**config.mk**
```make
export PLATFORM = sky130hd
export DESIGN_NAME = serial_port_config_regs
export DESIGN_NICKNAME = d
export VERILOG_FILES = /design/src/serial_port_cfg_pkg.sv /design/src/pin_sync.sv /design/src/serial_port_config_regs.sv
export SDC_FILE = /design/constraint.sdc
export NUM_CORES = 1
export LEC_CHECK = 0
export ABC_AREA = 1
export BUFFER_PORTS_ARGS = -buffer_cell sky130_fd_sc_hd__buf_4
export CAP_MARGIN = 10
export CORE_AREA = 2 2 149 151
export DETAILED_ROUTE_END_ITERATION = 6
export DIE_AREA = 0 0 151 153
export PLACE_DENSITY_LB_ADDON = 0.08
export SYNTH_ARGS = -nofsm -noshare
export SYNTH_HDL_FRONTEND = slang
export SYNTH_SLANG_ARGS = --single-unit
```
**constraint.sdc**
```tcl
create_clock -name clk -period 2.11 [get_ports clk]
set_input_delay 0.422 -clock clk [delete_from_list [all_inputs] [get_ports clk]]
set_output_delay 0.422 -clock clk [all_outputs]
set_load 0.01 [all_outputs]
```
**src/serial_port_cfg_pkg.sv**
```systemverilog
// constants, field positions and state codes of the serial control port register block
// assumes nothing beyond a SystemVerilog tool; used by the register block only, the testbench uses literal values
package serial_port_cfg_pkg;

  localparam int ADDR_W  = 13;
  localparam int BYTE_W  = 8;
  localparam int INSTR_W = 16;

  // register offsets
  localparam logic [12:0] OFS_PORT_CFG = 13'h000;
  localparam logic [12:0] OFS_RB_SEL   = 13'h004;
  localparam logic [12:0] OFS_PWR_SYNC = 13'h230;
  localparam logic [12:0] OFS_RSVD_231 = 13'h231;
  localparam logic [12:0] OFS_COMMIT   = 13'h232;

  // reset values
  localparam logic [7:0] RST_PORT_CFG = 8'h18;
  localparam logic [7:0] RST_RB_SEL   = 8'h00;
  localparam logic [7:0] RST_PWR_SYNC = 8'h00;
  localparam logic [7:0] RST_COMMIT   = 8'h00;

  // field positions of serial_port_config
  localparam int BIT_PIN_EN     = 7;
  localparam int BIT_LSB_FIRST  = 6;
  localparam int BIT_SOFT_RST   = 5;
  localparam int BIT_LONG_INSTR = 4;

  // field positions of readback_bank_select and commit_buffered_values
  localparam int BIT_RB_ACTIVE = 0;
  localparam int BIT_COMMIT    = 0;

  // instruction word fields
  localparam int INSTR_RD_BIT  = 15;
  localparam int INSTR_LEN_HI  = 14;
  localparam int INSTR_LEN_LO  = 13;
  localparam logic [1:0] LEN_STREAM = 2'h3;

  typedef enum logic [4:0] {
    ST_IDLE  = 5'h01,
    ST_INSTR = 5'h02,
    ST_WRITE = 5'h04,
    ST_READ  = 5'h08,
    ST_WAIT  = 5'h10
  } state_t;

endpackage

```
**src/pin_sync.sv**
```systemverilog
// two-flop synchroniser for a group of pin inputs
// assumes the inputs are asynchronous to clk; stage one is read only by stage two
`timescale 1ns/10ps
module pin_sync #(
  parameter int     WIDTH = 1,
  parameter logic [WIDTH-1:0] RST_VAL = '0
) (
  input  wire logic             clk,   // system clock
  input  wire logic             nrst,  // async reset, active low
  input  wire logic             ce,    // clock enable
  input  wire logic [WIDTH-1:0] d,     // asynchronous inputs
  output logic      [WIDTH-1:0] q      // synchronised outputs
);

  logic [WIDTH-1:0] meta_r;

  generate
    if (WIDTH < 1)
    begin : g_bad_width
      $error("pin_sync: WIDTH must be at least 1");
    end
  endgenerate

  always_ff @(posedge clk or negedge nrst)
  begin
    if (!nrst)
    begin
      meta_r <= RST_VAL;
      q      <= RST_VAL;
    end
    else if (ce)
    begin
      meta_r <= d;
      q      <= meta_r;
    end
  end

endmodule // pin_sync

```
**src/serial_port_config_regs.sv**
```systemverilog
// serial control port slave with its configuration registers and buffered/active update
// assumes sclk half period of at least three clk cycles; pins are asynchronous to clk
//
// Summary of operation
// - with the output pin enable bit at 0, reads and writes use the two-way data pin and the read data pin floats.
// - with the output pin enable bit at 1, read data goes out on the read data pin and writes still enter on the data pin.
// - with bit order select at 0, bits move most significant first and the address steps down per byte.
// - with bit order select at 1, bits move least significant first and the address steps up per byte.
// - while the restore bit is 1 all other registers hold their defaults; it stays set until the host writes 0.
// - bit 0 of the readback select picks buffered values at 0 and active values at 1 for reads.
`timescale 1ns/10ps
module serial_port_config_regs (
  input  wire logic clk,              // system clock, 100 MHz
  input  wire logic nrst,             // async reset, active low
  input  wire logic ce,               // clock enable, freezes all state when low
  input  wire logic sclk,             // serial clock pin
  input  wire logic cs_n,             // chip select pin, active low
  input  wire logic sdio_in,          // two-way data pin, input side
  output logic      sdio_out,         // two-way data pin, output side
  output logic      sdio_oe_n,        // two-way data pin enable, low drives
  output logic      read_data_pin,    // read data pin value
  output logic      read_data_oe_n,   // read data pin enable, low drives
  output logic [7:0] pwr_sync_active  // active power down and sync value
);

  logic [2:0] pins_s;
  logic       sclk_d_r;
  serial_port_cfg_pkg::state_t state_r;
  logic [15:0] sh_r;
  logic [3:0]  cnt_r;
  logic [12:0] addr_r;
  logic [1:0]  len_r;
  logic [1:0]  bytes_r;
  logic        load_r;
  logic [7:0]  tx_r;
  logic [7:0]  port_cfg_r;
  logic [7:0]  rb_sel_r;
  logic [7:0]  pwr_buf_r;
  logic [7:0]  commit_r;

  pin_sync #(
    .WIDTH   (3),
    .RST_VAL (3'h4)  // idle levels: chip select high, serial clock low, data low
  ) u_pin_sync (
    .clk  (clk),
    .nrst (nrst),
    .ce   (ce),
    .d    ({cs_n, sclk, sdio_in}),
    .q    (pins_s)
  );

  wire cs_n_s   = pins_s[2];
  wire sclk_s   = pins_s[1];
  wire din_s    = pins_s[0];
  wire sclk_rise = sclk_s & ~sclk_d_r;
  wire sclk_fall = ~sclk_s & sclk_d_r;

  wire lsb_first = port_cfg_r[serial_port_cfg_pkg::BIT_LSB_FIRST];
  wire pin_en    = port_cfg_r[serial_port_cfg_pkg::BIT_PIN_EN];
  wire soft_rst  = port_cfg_r[serial_port_cfg_pkg::BIT_SOFT_RST];
  wire rb_active = rb_sel_r[serial_port_cfg_pkg::BIT_RB_ACTIVE];
  wire do_commit = commit_r[serial_port_cfg_pkg::BIT_COMMIT];

  // shift in at the end for msb first, at the top for lsb first
  wire [15:0] sh_nxt = lsb_first ? {din_s, sh_r[15:1]} : {sh_r[14:0], din_s};
  wire [7:0]  byte_in = lsb_first ? sh_nxt[15:8] : sh_nxt[7:0];
  wire [12:0] addr_step = lsb_first ? addr_r + 13'h0001 : addr_r - 13'h0001;
  wire        tx_bit = lsb_first ? tx_r[0] : tx_r[7];
  wire [7:0]  tx_shift = lsb_first ? {1'b0, tx_r[7:1]} : {tx_r[6:0], 1'b0};

  wire in_instr = (state_r == serial_port_cfg_pkg::ST_INSTR);
  wire in_write = (state_r == serial_port_cfg_pkg::ST_WRITE);
  wire in_read  = (state_r == serial_port_cfg_pkg::ST_READ);
  wire instr_done = in_instr & sclk_rise & (cnt_r == 4'hF);
  wire byte_done  = (in_write | in_read) & sclk_rise & (cnt_r == 4'h7);
  wire last_byte  = (len_r != serial_port_cfg_pkg::LEN_STREAM) & (bytes_r == len_r);
  wire wr_en      = in_write & byte_done;

  wire wr_cfg    = wr_en & (addr_r == serial_port_cfg_pkg::OFS_PORT_CFG);
  wire wr_rb     = wr_en & (addr_r == serial_port_cfg_pkg::OFS_RB_SEL);
  wire wr_pwr    = wr_en & (addr_r == serial_port_cfg_pkg::OFS_PWR_SYNC);
  wire wr_commit = wr_en & (addr_r == serial_port_cfg_pkg::OFS_COMMIT);

  // readback source follows the bank select for the buffered register
  wire [7:0] pwr_view = rb_active ? pwr_sync_active : pwr_buf_r;
  wire [7:0] rd_byte =
    (addr_r == serial_port_cfg_pkg::OFS_PORT_CFG) ? port_cfg_r :
    (addr_r == serial_port_cfg_pkg::OFS_RB_SEL)   ? rb_sel_r :
    (addr_r == serial_port_cfg_pkg::OFS_PWR_SYNC) ? pwr_view :
    (addr_r == serial_port_cfg_pkg::OFS_COMMIT)   ? commit_r : 8'h00;

  // transfer sequencing
  always_ff @(posedge clk or negedge nrst)
  begin
    if (!nrst)
    begin
      state_r  <= serial_port_cfg_pkg::ST_IDLE;
      sclk_d_r <= 1'b0;
      sh_r     <= 16'h0000;
      cnt_r    <= 4'h0;
      addr_r   <= 13'h0000;
      len_r    <= 2'h0;
      bytes_r  <= 2'h0;
      load_r   <= 1'b0;
    end
    else if (ce)
    begin
      sclk_d_r <= sclk_s;
      load_r   <= 1'b0;
      if (cs_n_s)
      begin
        state_r <= serial_port_cfg_pkg::ST_IDLE;
      end
      else
      begin
        unique case (state_r)
          serial_port_cfg_pkg::ST_IDLE:
          begin
            state_r <= serial_port_cfg_pkg::ST_INSTR;
            cnt_r   <= 4'h0;
          end
          serial_port_cfg_pkg::ST_INSTR:
          begin
            if (sclk_rise)
            begin
              sh_r  <= sh_nxt;
              cnt_r <= cnt_r + 4'h1;
            end
            // only the 16-bit instruction form is decoded
            if (instr_done)
            begin
              addr_r  <= sh_nxt[12:0];
              len_r   <= sh_nxt[serial_port_cfg_pkg::INSTR_LEN_HI:serial_port_cfg_pkg::INSTR_LEN_LO];
              bytes_r <= 2'h0;
              load_r  <= sh_nxt[serial_port_cfg_pkg::INSTR_RD_BIT];
              state_r <= sh_nxt[serial_port_cfg_pkg::INSTR_RD_BIT] ?
                         serial_port_cfg_pkg::ST_READ : serial_port_cfg_pkg::ST_WRITE;
            end
          end
          serial_port_cfg_pkg::ST_WRITE,
          serial_port_cfg_pkg::ST_READ:
          begin
            if (sclk_rise)
            begin
              sh_r  <= sh_nxt;
              cnt_r <= (cnt_r == 4'h7) ? 4'h0 : cnt_r + 4'h1;
            end
            if (byte_done)
            begin
              addr_r  <= addr_step;
              bytes_r <= bytes_r + 2'h1;
              load_r  <= in_read & ~last_byte;
              if (last_byte)
              begin
                state_r <= serial_port_cfg_pkg::ST_WAIT;
              end
            end
          end
          serial_port_cfg_pkg::ST_WAIT:
          begin
            state_r <= serial_port_cfg_pkg::ST_WAIT;
          end
        endcase
      end
    end
  end

  // read data shifter and pin drivers
  always_ff @(posedge clk or negedge nrst)
  begin
    if (!nrst)
    begin
      tx_r           <= 8'h00;
      sdio_out       <= 1'b0;
      sdio_oe_n      <= 1'b1;
      read_data_pin  <= 1'b0;
      read_data_oe_n <= 1'b1;
    end
    else if (ce)
    begin
      if (load_r)
      begin
        tx_r <= rd_byte;
      end
      else if (in_read & sclk_fall)
      begin
        tx_r          <= tx_shift;
        sdio_out      <= tx_bit;
        read_data_pin <= tx_bit;
        sdio_oe_n      <= pin_en;
        read_data_oe_n <= ~pin_en;
      end
      if (!in_read | cs_n_s)
      begin
        sdio_oe_n      <= 1'b1;
        read_data_oe_n <= 1'b1;
      end
    end
  end

  // register bank: restore holds others at default until the host clears it
  always_ff @(posedge clk or negedge nrst)
  begin
    if (!nrst)
    begin
      port_cfg_r      <= serial_port_cfg_pkg::RST_PORT_CFG;
      rb_sel_r        <= serial_port_cfg_pkg::RST_RB_SEL;
      pwr_buf_r       <= serial_port_cfg_pkg::RST_PWR_SYNC;
      pwr_sync_active <= serial_port_cfg_pkg::RST_PWR_SYNC;
      commit_r        <= serial_port_cfg_pkg::RST_COMMIT;
    end
    else if (ce)
    begin
      if (wr_cfg)
      begin
        port_cfg_r <= byte_in;
      end
      if (soft_rst)
      begin
        rb_sel_r        <= serial_port_cfg_pkg::RST_RB_SEL;
        pwr_buf_r       <= serial_port_cfg_pkg::RST_PWR_SYNC;
        pwr_sync_active <= serial_port_cfg_pkg::RST_PWR_SYNC;
        commit_r        <= serial_port_cfg_pkg::RST_COMMIT;
      end
      else
      begin
        if (wr_rb)
        begin
          rb_sel_r <= byte_in;
        end
        if (wr_pwr)
        begin
          pwr_buf_r <= byte_in;
        end
        // commit bit lives one cycle, then clears itself
        commit_r <= {7'h00, wr_commit & byte_in[serial_port_cfg_pkg::BIT_COMMIT]};
        if (do_commit)
        begin
          pwr_sync_active <= pwr_buf_r;
        end
      end
    end
  end

endmodule // serial_port_config_regs

```
==> impl_metrics.ini <==
[detailed_routing]
drc = 0
postRouteAntennaNets = 0
vias = 4948
wirelength_microns = 16500
firstDrtPassIters = 4
drt_iter0_drc = 241
routed_via_density = 4.54
wl_per_cell_microns = 15.1

[finish]
drive_gt1_share_pct = 14.4
area_growth_pct = 13.9
utilization_pct = 30.2
fill_cells = 2422
layout.cells.non_filler = 1091
diodes = 0
seq_area_sq_mm = 0.00236
fin_nets = 825
multi_input_area_sq_mm = 0.00288

[timing]
rsz0062_at_grt = false
finalCritPeriodShare_pct = 92.0
final-hold-violation-count = 0
min_period_ps = 1940
setup_viol = 0
clock_skew_ps = 9.09
tightest_slew_ps = 519
slew_headroom_pct = 65.4
fmax_mhz = 515
fin_setup_tns_ps = 0
slew_viol_final = 0

[yosys]
synthArstFlopShare_pct = 100
synth_edf_count = 0
syn_area_sq_mm = 0.00570
yosysWarningCount = 0
avgSynthCellArea_sq_um = 7.27
synth_xor_area_share_pct = 1.54
synth-compound-area-share_pct = 11.3
yosysMostFrequentCell = nand2_1
synthMuxAreaShare_pct = 0
synth_area_leaders = dfrtp_1, nand2_1, nor2_1
synth_top_family_by_area = simple AND/OR/NAND/NOR gates
synth_top_area_share_pct = 38.2
synth.distinct_cells = 40
ys_seq_area_share_pct = 41.4
ys_seq_elements = 94
yosys.area_share.simple_pct = 34.7
synthCells = 784
synth_common_cells = nand2_1, nor2_1, dfrtp_1
yosysTopAreaCell = dfrtp_1
synthAdderAreaFrac_pct = 2.99
ys.flop_type = dfrtp_1
synth_nets = 803

[floorplan]
ios = 18
core_sq_mm = 0.0215
num_rows = 54
start_util_pct = 26.5
fp.dieH_microns = 153
die_w_microns = 151
dieArea_sq_mm = 0.0231

[hold_path]
hp-class = input pin to async pin

[critical_path]
endpoint_kind = register
crit_type = register to register
crit_path_max_incr_delay_ps = 480
crit_required_ps = 2410
critPathLaunchType = register
cpLargestDelayFamily = simple AND/OR/NAND/NOR gates
cp_common_cell = nand2_1
path_buf_inv = 1
cp.arrival_ps = 2240
startpoint = addr_r[0]$_DFFE_PN0P_
cp_slowest_cell = dfrtp_1
crit_fanout = 9
r2r_start = addr_r[0]$_DFFE_PN0P_
critical_path.cell_chain = nor2_2, nand2_1, nor2_1, and2_1, a21oi_4, inv_2, nand2_1, nand2_1

[global_routing]
grt_pass1_wl_microns = 27000
overflow = 0
antenna_found_initial = 0
grt_pass1_vias = 4910
grt_max_degree = 41
grt_usage_pct = 15.1

[cts]
ctsHoldBuffers = 0
cts_made_buffers = 9
cts_tree = built
clk_latency_ps = 360
clk_path_buf_depth = 2
cts.clk_slew.worst_paths_ps = 80
htreeDepth = 3
clock-root-buffer = clkbuf_16
cts_sinks = 94

[placement]
place_inst = 1074
place.gp.congestion = 0.800
dp_hpwl_microns = 12600
io_buffers = 17

[run_status]
status = finished clean

[power_and_ir_drop]
ir_worst_vdd_mv = 0.365
p_leak_nw = 3.20
p_per_area_mw_per_mm2 = 969

[flow_run]
drv_cap = 0
## state kept, by name (all words and copies together), names as in the netlist, 5 cells and up
signal           cells
addr_r              13
port_cfg_r           8
pwr_buf_r            8
pwr_sync_active      8
rb_sel_r             8
sh_r                16
state_r              5
tx_r                 8
## worst paths after layout
check,endpoint,slack [ps],cells past startpoint
max,rb_sel_r[3]$_DFFE_PN0P_,170,8
min,pwr_buf_r[5]$_DFFE_PN0P_,4,1
max reg2reg,rb_sel_r[3]$_DFFE_PN0P_,170,8
min reg2reg,u_pin_sync.meta_r[2]$_DFFE_PN1P_,470,2
max in group asynchronous,port_cfg_r[3]$_DFFE_PN1P_,1460,2
min in group clk,u_pin_sync.meta_r[2]$_DFFE_PN1P_,260,3
## where the power goes
group          total (mW)  internal [mW]  switching (mW)
Clock                1.63          0.825           0.809
Combinational        2.36          0.822            1.54
Sequential           2.29           2.04           0.255
Total                6.29           3.68            2.60
## cell type report
cell class / instances / share of cell area, %
multi-input cells: 582 / 44.3
flip-flops and latches: 94 / 36.4
well taps: 280 / 5.40
inverters: 83 / 4.82
repair buffers: 36 / 4.74
clock buffers: 10 / 3.53
clock inverters: 6 / 0.829
## repair_timing
action / in CTS / in global routing
buffers inserted: 0 / 1
gates resized for setup: 0 / 1
endpoints found under the setup margin: 0 / 17
## routing by layer
| layer | GRT usage (%) | up-vias | part of all wire, % |
|---|---|---|---|
| met5 | 0 | - | 0 |
| met4 | 4.14 | 0 | 1.1 |
| met3 | 2.54 | 13 | 2.6 |
| met2 | 23.4 | 43 | 45 |
| met1 | 21.8 | 2347 | 51 |
| li1 | - | 2545 | - |
## cells by family after synthesis
group                    after synthesis
AND/OR/NAND/NOR                      448
AO/OA/AOI/OAI                        111
buffers and inverters                108
flip-flops                            94
adder cells (fa/ha/maj)               13
XOR/XNOR                              10
## cells in the final DEF (no fill, tap or decap), types with 2 or more instances in the layout
cell type  count
nand3b_1       2
buf_12         3
nand2_4        2
nor3_1         8
nand2_2        8
dfstp_2        7
ha_1          12
xnor2_1        2
nand3_4        2
clkbuf_16      9
a31oi_1        2
nand3_1       67
a21oi_2        8
nand4_1        7
o21ai_2        9
inv_1         76
nand2_1      234
o21ai_0       46
inv_6          3
xor2_1         8
a21oi_1       32
inv_2          6
o21ai_1        9
dfrtp_1       87
nor2_2        13
a22oi_1        3
nor2_4         3
buf_4         33
nand3_2        3
nor2_1        94
## stage by stage
| stage | setup WS [ps] | hold WS [ps] | cell area (sq um) | total power [mW] |
|---|---|---|---|---|
| global placement | 69.1 | 414 | 6200 | 4.71 |
| CTS | 58.8 | 11.9 | 6480 | 6.38 |
| detailed placement | 78.5 | 409 | 6200 | 4.70 |
| finish | 169 | 4.42 | 6490 | 6.29 |
| global route | 4.88 | 16.6 | 6490 | 6.81 |
| floorplan | 33.7 | 126 | 5700 | 4.06 |
(Power assumes the default switching activity.)
